### src/verilog/rrre_pkg.sv
package rrre_pkg;

    localparam int DATA_W     = 8;
    localparam int PC_W       = 15;
    localparam int FADDR_W    = 7;
    localparam int INT_EN_BIT = 7;
    localparam int RET_CYCLES = 2;
    localparam int ROT_CYCLES = 1;

    localparam logic [DATA_W-1:0]  DATA_RST = 8'h00;
    localparam logic [PC_W-1:0]    PC_RST   = 15'h0000;
    localparam logic [FADDR_W-1:0] FADDR_RST = 7'h00;

    typedef enum logic [2:0] {
        RRRE_OP_SOFT_RESET,
        RRRE_OP_RETURN_FROM_INTERRUPT,
        RRRE_OP_RETURN,
        RRRE_OP_RETURN_WITH_LITERAL,
        RRRE_OP_ROTATE_LEFT_CARRY,
        RRRE_OP_ROTATE_RIGHT_CARRY
    } rrre_op_e;

    typedef enum logic {
        RRRE_ST_IDLE,
        RRRE_ST_RET_LOAD
    } rrre_state_e;

endpackage

### src/verilog/rrre_rot_if.sv
`timescale 1ns/1ns
interface rrre_rot_if;
    import rrre_pkg::*;

    logic [DATA_W-1:0] data;
    logic              carry_in;
    logic              left;
    logic [DATA_W-1:0] result;
    logic              carry_out;

    modport core (
        output data,
        output carry_in,
        output left,
        input  result,
        input  carry_out
    );

    modport rot (
        input  data,
        input  carry_in,
        input  left,
        output result,
        output carry_out
    );
endinterface

### src/verilog/rrre_rotator.sv
`timescale 1ns/1ns
module rrre_rotator #(
    parameter int WIDTH = rrre_pkg::DATA_W
) (
    rrre_rot_if.rot rot
);
    import rrre_pkg::*;

    if (WIDTH != DATA_W) begin : g_width_check
        $error("rrre_rotator: width must match the data path");
    end

    ////////////////////////////////////////////////////////////////////////
    // Both rotations pass through carry, so the ring is WIDTH+1 bits long.
    always_comb begin
        if (rot.left) begin
            rot.result    = {rot.data[WIDTH-2:0], rot.carry_in};
            rot.carry_out = rot.data[WIDTH-1];
        end else begin
            rot.result    = {rot.carry_in, rot.data[WIDTH-1:1]};
            rot.carry_out = rot.data[0];
        end
    end
endmodule

### src/verilog/rrre_exec.sv
// Contract
// - A software reset operation raises a full device reset request.
// - Return from interrupt pops the stack into the PC over 2 cycles.
// - Return from interrupt sets the global interrupt enable, no flags.
// - Plain return pops the stack into the PC in 2 cycles, no flags.
// - Return with literal writes its 8-bit literal into W, no flags.
// - Return with literal also loads the PC from the top of stack.
// - Rotate right moves bits down through carry, only carry changes.
// - Destination bit 0 writes W, destination bit 1 writes the file.
`timescale 1ns/1ns
module rrre_exec (
    input  wire logic                        clk,
    input  wire logic                        rstn,
    input  wire logic                        op_valid_i,
    input  wire rrre_pkg::rrre_op_e          op_i,
    input  wire logic [rrre_pkg::DATA_W-1:0] literal_i,
    input  wire logic [rrre_pkg::FADDR_W-1:0] faddr_i,
    input  wire logic                        dest_i,
    input  wire logic [rrre_pkg::DATA_W-1:0] f_rdata_i,
    input  wire logic                        carry_i,
    input  wire logic [rrre_pkg::PC_W-1:0]   top_of_stack_i,
    output logic                             busy_o,
    output logic                             done_o,
    output logic                             stack_pop_o,
    output logic                             pc_load_o,
    output logic [rrre_pkg::PC_W-1:0]        pc_value_o,
    output logic                             int_enable_set_o,
    output logic                             w_we_o,
    output logic [rrre_pkg::DATA_W-1:0]      w_data_o,
    output logic                             f_we_o,
    output logic [rrre_pkg::FADDR_W-1:0]     f_addr_o,
    output logic [rrre_pkg::DATA_W-1:0]      f_wdata_o,
    output logic                             carry_we_o,
    output logic                             carry_o,
    output logic                             soft_reset_req_o
);
    import rrre_pkg::*;

    ////////////////////////////////////////////////////////////////////////
    rrre_rot_if rot_bus ();

    rrre_rotator #(
        .WIDTH (DATA_W)
    ) u_rot (
        .rot (rot_bus.rot)
    );

    assign rot_bus.data     = f_rdata_i;
    assign rot_bus.carry_in = carry_i;
    assign rot_bus.left     = (op_i == RRRE_OP_ROTATE_LEFT_CARRY);

    ////////////////////////////////////////////////////////////////////////
    rrre_state_e             state_ff, nxt_state;
    rrre_op_e                op_ff, nxt_op;
    logic [DATA_W-1:0]       lit_ff, nxt_lit;
    logic [PC_W-1:0]         ret_pc_ff, nxt_ret_pc;
    logic                    busy_ff, nxt_busy;
    logic                    done_ff, nxt_done;
    logic                    pop_ff, nxt_pop;
    logic                    pc_load_ff, nxt_pc_load;
    logic [PC_W-1:0]         pc_ff, nxt_pc;
    logic                    int_en_ff, nxt_int_en;
    logic                    w_we_ff, nxt_w_we;
    logic [DATA_W-1:0]       w_ff, nxt_w;
    logic                    f_we_ff, nxt_f_we;
    logic [FADDR_W-1:0]      f_addr_ff, nxt_f_addr;
    logic [DATA_W-1:0]       f_wdata_ff, nxt_f_wdata;
    logic                    c_we_ff, nxt_c_we;
    logic                    c_ff, nxt_c;
    logic                    rst_req_ff, nxt_rst_req;
    logic                    take;

    // Once a reset has been requested no further operation is taken, so
    // nothing can retire between the request and the device reset.
    assign take = op_valid_i && (state_ff == RRRE_ST_IDLE) && !rst_req_ff;

    function automatic logic is_return(input rrre_op_e op);
        return (op == RRRE_OP_RETURN_FROM_INTERRUPT) ||
               (op == RRRE_OP_RETURN) ||
               (op == RRRE_OP_RETURN_WITH_LITERAL);
    endfunction

    always_comb begin
        nxt_state   = state_ff;
        nxt_op      = op_ff;
        nxt_lit     = lit_ff;
        nxt_ret_pc  = ret_pc_ff;
        nxt_busy    = busy_ff;
        nxt_done    = 1'b0;
        nxt_pop     = 1'b0;
        nxt_pc_load = 1'b0;
        nxt_pc      = pc_ff;
        nxt_int_en  = 1'b0;
        nxt_w_we    = 1'b0;
        nxt_w       = w_ff;
        nxt_f_we    = 1'b0;
        nxt_f_addr  = f_addr_ff;
        nxt_f_wdata = f_wdata_ff;
        nxt_c_we    = 1'b0;
        nxt_c       = c_ff;
        nxt_rst_req = rst_req_ff;
        case (state_ff)
            RRRE_ST_IDLE: begin
                if (take && op_i == RRRE_OP_SOFT_RESET) begin
                    nxt_rst_req = 1'b1;
                    nxt_done    = 1'b1;
                end else if (take && is_return(op_i)) begin
                    // First cycle pops; the PC is loaded in the second.
                    nxt_state = RRRE_ST_RET_LOAD;
                    nxt_busy  = 1'b1;
                    nxt_pop   = 1'b1;
                    nxt_ret_pc = top_of_stack_i;
                    nxt_op    = op_i;
                    nxt_lit   = literal_i;
                end else if (take) begin
                    nxt_done = 1'b1;
                    nxt_c_we = 1'b1;
                    nxt_c    = rot_bus.carry_out;
                    if (dest_i) begin
                        nxt_f_we    = 1'b1;
                        nxt_f_addr  = faddr_i;
                        nxt_f_wdata = rot_bus.result;
                    end else begin
                        nxt_w_we = 1'b1;
                        nxt_w    = rot_bus.result;
                    end
                end
            end
            RRRE_ST_RET_LOAD: begin
                nxt_state   = RRRE_ST_IDLE;
                nxt_busy    = 1'b0;
                nxt_done    = 1'b1;
                nxt_pc_load = 1'b1;
                nxt_pc      = ret_pc_ff;
                if (op_ff == RRRE_OP_RETURN_FROM_INTERRUPT) begin
                    nxt_int_en = 1'b1;
                end
                if (op_ff == RRRE_OP_RETURN_WITH_LITERAL) begin
                    nxt_w_we = 1'b1;
                    nxt_w    = lit_ff;
                end
            end
            default: begin
                nxt_state = RRRE_ST_IDLE;
                nxt_busy  = 1'b0;
            end
        endcase
    end

    always_ff @(posedge clk or negedge rstn) begin
        if (!rstn) begin
            state_ff   <= RRRE_ST_IDLE;
            op_ff      <= RRRE_OP_RETURN;
            lit_ff     <= DATA_RST;
            ret_pc_ff  <= PC_RST;
            busy_ff    <= 1'b0;
            done_ff    <= 1'b0;
            pop_ff     <= 1'b0;
            pc_load_ff <= 1'b0;
            pc_ff      <= PC_RST;
            int_en_ff  <= 1'b0;
            w_we_ff    <= 1'b0;
            w_ff       <= DATA_RST;
            f_we_ff    <= 1'b0;
            f_addr_ff  <= FADDR_RST;
            f_wdata_ff <= DATA_RST;
            c_we_ff    <= 1'b0;
            c_ff       <= 1'b0;
            rst_req_ff <= 1'b0;
        end else begin
            state_ff   <= nxt_state;
            op_ff      <= nxt_op;
            lit_ff     <= nxt_lit;
            ret_pc_ff  <= nxt_ret_pc;
            busy_ff    <= nxt_busy;
            done_ff    <= nxt_done;
            pop_ff     <= nxt_pop;
            pc_load_ff <= nxt_pc_load;
            pc_ff      <= nxt_pc;
            int_en_ff  <= nxt_int_en;
            w_we_ff    <= nxt_w_we;
            w_ff       <= nxt_w;
            f_we_ff    <= nxt_f_we;
            f_addr_ff  <= nxt_f_addr;
            f_wdata_ff <= nxt_f_wdata;
            c_we_ff    <= nxt_c_we;
            c_ff       <= nxt_c;
            rst_req_ff <= nxt_rst_req;
        end
    end

    assign busy_o           = busy_ff;
    assign done_o           = done_ff;
    assign stack_pop_o      = pop_ff;
    assign pc_load_o        = pc_load_ff;
    assign pc_value_o       = pc_ff;
    assign int_enable_set_o = int_en_ff;
    assign w_we_o           = w_we_ff;
    assign w_data_o         = w_ff;
    assign f_we_o           = f_we_ff;
    assign f_addr_o         = f_addr_ff;
    assign f_wdata_o        = f_wdata_ff;
    assign carry_we_o       = c_we_ff;
    assign carry_o          = c_ff;
    assign soft_reset_req_o = rst_req_ff;

    logic take_ret;
    logic take_rot;
    assign take_ret = take && is_return(op_i);
    assign take_rot = take && !is_return(op_i) && op_i != RRRE_OP_SOFT_RESET;
endmodule

### config.mk
export PLATFORM = sky130hd
export DESIGN_NAME = rrre_exec
export DESIGN_NICKNAME = d
export VERILOG_FILES = /design/src/verilog/rrre_pkg.sv /design/src/verilog/rrre_rot_if.sv /design/src/verilog/rrre_rotator.sv /design/src/verilog/rrre_exec.sv
export SDC_FILE = /design/constraint.sdc
export NUM_CORES = 1
export LEC_CHECK = 0
export BUFFER_PORTS_ARGS = -buffer_cell sky130_fd_sc_hd__buf_2
export CORE_MARGIN = 1
export CORE_UTILIZATION = 51
export CTS_CLUSTER_DIAMETER = 150
export DETAILED_ROUTE_END_ITERATION = 8
export PLACE_DENSITY_LB_ADDON = 0.1
export SLEW_MARGIN = 20
export SYNTH_ARGS = -nofsm -noshare
export SYNTH_HDL_FRONTEND = slang
export SYNTH_SLANG_ARGS = --single-unit
### constraint.sdc
create_clock -name clk -period 2.4 [get_ports clk]
set_input_delay 0.36 -clock clk [delete_from_list [all_inputs] [get_ports clk]]
set_output_delay 0.36 -clock clk [all_outputs]
set_load 0.03 [all_outputs]
After elaboration in Yosys (flattened, before gate mapping)
Index checks and enable logic that the tools add are counted.
{"block": "op_classes", "eq_ne": 12, "mux": 35, "bitwise_logic": 3, "reduce_logical": 14}
{"operator": "two-way mux 8 bit", "n": 6}
{"operator": "two-way mux 1 bit", "n": 24}
{"operator": "one-hot mux 8 bit (2 select lines)", "n": 1}
{"operator": "inequality test 2 bit, second input constant", "n": 5}
{"operator": "AND reduction 5 bit", "n": 2}
{"operator": "equality test 3 x 2 -> 1 bit, second input constant", "n": 3}
{"operator": "one-hot mux 1 bit (2 select lines)", "n": 4}
{"operator": "equality test 3 x 1 -> 1 bit, second input constant", "n": 2}
{"operator": "logical AND 1 bit", "n": 4}
{"operator": "AND reduction 2 bit", "n": 2}
{"operator": "AND reduction 4 bit", "n": 1}
{"operator": "equality test 3 bit, second input constant", "n": 1}
{"operator": "zero test 3 bit", "n": 1}
{"operator": "NOT 1 bit", "n": 3}
{"operator": "AND reduction 3 bit", "n": 1}
{"operator": "logical OR 1 bit", "n": 2}
{"operator": "inequality test 2 x 1 -> 1 bit, second input constant", "n": 1}
{"operator": "zero test 1 bit", "n": 1}
{"block": "word_totals", "ff_bits": 75, "inputBits": 46, "out_inout_bits": 48, "elab_cells": 82}

Longest topological paths before layout
{"block": "depth", "word_depth": 7, "depth_mapped": 6, "mapped_depth_nobuf": 4}

By module
Synthesis repeated with hierarchy kept, for this count alone.
{"block": "hier_totals", "cells_unflattened": 183, "area_unflattened_um2": 2997.9}
{"module": "rrre_exec", "instances": 1, "cells_per_inst": 173, "area_per_inst_um2": 2851.5}
{"module": "rrre_rotator", "instances": 1, "cells_per_inst": 10, "area_per_inst_um2": 146.4}

Worst setup path before layout
OpenSTA, ideal clock, no wires.
{"block": "synth_path", "kind": "register to register", "from": "register, netlist name stack_pop_o", "to": "register lit_ff[0]", "t_arrival_ns": 1.788, "required_time_ns": 2.273, "path_slack_ns": 0.485, "stages_incl_launch_ff": 7, "path_buffers": 3, "period_less_slack_ns": 1.915, "cell_sequence": "dfrtp_1 -> buf_6 -> nor4b_4 -> and2b_1 -> buf_4 -> buf_6 -> mux2_1"}
{"item": "to (signal assigned)", "line": "rrre_exec.sv:173", "rtl": "lit_ff <= nxt_lit;"}
{"item": "to (decl)", "line": "rrre_exec.sv:55", "rtl": "logic [DATA_W-1:0] lit_ff, nxt_lit;"}

==> metrics.md <==
| Metric | Value |
|---|---|
| Full die area | 6317 µm² |
| Die Height | 79.48 µm |
| CTS tree | yes |
| DRC viols | 0 |
| Sequential element share of the synthesized area | 60.52% |
| CTS Hold Bufs | 0 |
| Clock Tree Buf Depth | 2 |
| Final #Nets | 366 |
| Total routed wirelength | 6.012 mm |
| Number of detailed-routing iterations run before antenna repair | 4 |
| Hold Violations, Final | 0 |
| Post-route clock period utilization | 78.54% |
| Count of final setup violators | 0 |
| Sw Share | 36.45% |
| CTS Buf Count | 9 |
| WL/cell | 15.18 µm |
| Worst slew pin tran | 0.8942 ns |
| Synthesis Warnings | 0 |
| Clock share of power | 22.5% |
| Post-CTS setup buffer count | 0 |
| Synth-to-Final Area Change | 23.78% |
| Tmin final | 1.885 ns |
| Gpl congestion | 0.8112 |
| Synth Flop Type | dfrtp_1 |
| Status | complete, no violations |
| Lkg Pwr | 1.798 nW |
| # diodes | 0 |
| First-pass GRT wire length | 9.625 mm |
| Syn_area_per_cell | 13.49 µm² |
| Async set-reset flop share out of synthesis | 100.0% |
| Max Fclk | 0.5305 GHz |
| Pins Over Slew Limit | 0 |
| Crit Path Class | flop to flop |
| EDFF count, synth | 0 |
| Vias in the first global route | 2023 |
| Crit path launch type | flop |
| Critical Path RT | 2.62 ns |
| Initial antenna violation count | 0 |
| Total track usage | 20.43% |
| Standard-cell rows | 27 |
| Area of the multi-input gates | 1094 µm² |
| Max Cap Viol | 0 |
| Initial DRC count | 124 |
| Capturing element type of the critical path | flop |
| Initial Util | 54.27% |
| Total gr overflow | 0 |
| Critical path arrival | 2.11 ns |
| Crit Path Max Fanout | 19 |
| Max VDD drop | 722.0 µV |
| Post-route ant nets | 0 |
| H-tree levels | 3 |
| Syn_nets | 273 |
| Internal | 0.003046 W |
| Die X | 79.48 µm |
| Netlist cell types | 32 |
| Pin count of the biggest net entering global routing | 75 |
| Final setup TNS | 0 ns |
| Net switching power | 0.001747 W |
| Ports | 94 |
| Area of all sequential standard cells | 1853 µm² |
| IO Port Bufs | 93 |
| Clk Latency, worst-skew pair | 0.34 ns |
| Post-synthesis register bit count | 74 |
| Dpl hpwl | 4.225 mm |
| Combinational Power Share | 34.8% |
| RSZ-0062 raised after global routing | false |
| Core Box Area | 5642 µm² |
| Overall Power | 0.004793 W |
| Synth Cell Area | 3062 µm² |
| Layout cell share with drive strength beyond 1 | 45.06% |
| Pwr dens | 1265 nW/µm² |
| Root Driver | clkbuf_8 |
| Clock transition at path regs | 0.07 ns |
| Cells after Synth | 227 |
| Worst Hold Class | input port to async pin |
| # fillers | 430 |
| Worst clock skew | 0.004031 ns |
| Number of clock sinks | 74 |
| Rel. slew slack | 40.38% |
| Seq pwr share | 42.7% |
| R2r worst-path depth | 4 |
| Resize count post-CTS | 0 |
| Via/cell ratio | 5.381 |
| Via count | 2131 |
==> cell usage after synthesis, types with 2 or more instances <==
cell / instances / area, µm²
clkbuf_1: 10 / 37.54
mux2_2: 28 / 315.3
a21oi_1: 16 / 80.08
nor4bb_1: 8 / 80.08
inv_1: 2 / 7.510
a21o_1: 2 / 15.01
clkinv_1: 2 / 7.510
a211oi_1: 8 / 60.06
mux2_1: 17 / 191.4
nand2_1: 5 / 18.77
o21ai_0: 2 / 10.01
o211ai_1: 8 / 60.06
nor2_1: 9 / 33.78
dfrtp_1: 73 / 1827
a31oi_1: 8 / 50.05
a22o_1: 2 / 17.52
nor2b_1: 2 / 12.51
o31ai_1: 8 / 60.06
buf_6: 4 / 45.04
==> cells in the final DEF, fill, tap and decap left out, types with 2 or more instances in the layout <==
master / n
inv_1: 2
mux2_1: 17
a31oi_1: 8
clkbuf_8: 11
dfrtp_1: 73
o31ai_1: 8
o21ai_0: 2
nand2_1: 5
nor4bb_1: 8
nor2b_1: 2
buf_2: 92
buf_4: 7
o211ai_1: 8
a21o_1: 2
a211oi_1: 8
mux2_2: 28
nor2_1: 9
bufinv_16: 2
a22o_1: 2
a21oi_1: 16
clkinv_1: 2
==> metrics by stage <==
step / utilization [%] / instance area, µm² / setup WS (ns) / hold slack [ns] / instances
after floorplan: - / 3062 / 0.4849 / 0.06441 / 227
after global placement: 63.18 / 3565 / 0.5554 / 0.4386 / 381
after detailed placement: 63.18 / 3565 / 0.5111 / 0.4351 / 381
after CTS: 67.18 / 3790 / 0.4894 / 0.1877 / 396
after global routing: 67.18 / 3790 / 0.3718 / 0.2236 / 396
final: 67.18 / 3790 / 0.5150 / 0.1389 / 396
==> area by class of cell <==
type                    count  area share (%)
clock buffers              11           3.995
clock inverters             4           1.948
inverters                   4          0.3962
multi-input cells         132           28.85
flip-flops and latches     74           48.89
well taps                  72           2.377
repair buffers             99           13.54
==> layer usage <==
layer	track usage, %	part of all wire (%)	vias up
met2	31.37	47	62
met1	26.89	46	1032
met4	7.091	1.1	0
li1	-	-	1029
met3	7.086	6.3	8
met5	0	0	-
==> logic make-up (layout without fill, tap and decap cells) <==
kind of cell | after synthesis | in the layout | synth area share [%]
DFF | 74 | 74 | 60.52
AOI/OAI and AO/OA | 55 | 55 | 11.77
muxes | 46 | 46 | 16.88
and+or+nand+nor | 31 | 31 | 7.070
buffers and inverters | 21 | 118 | 3.760
==> critical path: stages, from the launching register on <==
cell	delay [ns]
dfrtp_1	0.51
nor4b_4	0.43
and2b_1	0.20
buf_4	0.26
mux2_2	0.37
==> power groups by stage <==
| stage | combinational, W | sequential [W] | clock (W) |
|---|---|---|---|
| finish | 0.00167 | 0.00205 | 0.00108 |
| global route | 0.00179 | 0.00211 | 0.00115 |
| CTS | 0.00169 | 0.00205 | 0.00111 |
| detailed placement | 0.00169 | 0.00207 | 0 |
| global placement | 0.00166 | 0.00206 | 0 |
| floorplan | 0.000557 | 0.00267 | 0 |
==> registers in the layout, indices dropped and copies added, names as in the netlist, 3 cells and up <==
register / cells
lit_ff: 8
f_addr_o: 7
f_wdata_o: 8
ret_pc_ff: 15
pc_value_o: 15
w_data_o: 8
op_ff: 3
==> path summary, 6_finish.rpt <==
check / start / end / slack, ns
setup reg to reg: stack_pop_o$_DFF_PN0_ / ret_pc_ff[10]$_DFFE_PN0P_ / 0.51
max in group asynchronous: rstn / ret_pc_ff[0]$_DFFE_PN0P_ / 1.67
min in group clk: literal_i[2] / lit_ff[2]$_DFFE_PN0P_ / 0.23
hold reg to reg: op_ff[2]$_DFFE_PN0P_ / int_enable_set_o$_DFF_PN0_ / 0.46
setup / recovery: stack_pop_o$_DFF_PN0_ / ret_pc_ff[10]$_DFFE_PN0P_ / 0.51
hold / removal: rstn / f_wdata_o[0]$_DFFE_PN0P_ / 0.14
(Power assumes the default switching activity.)
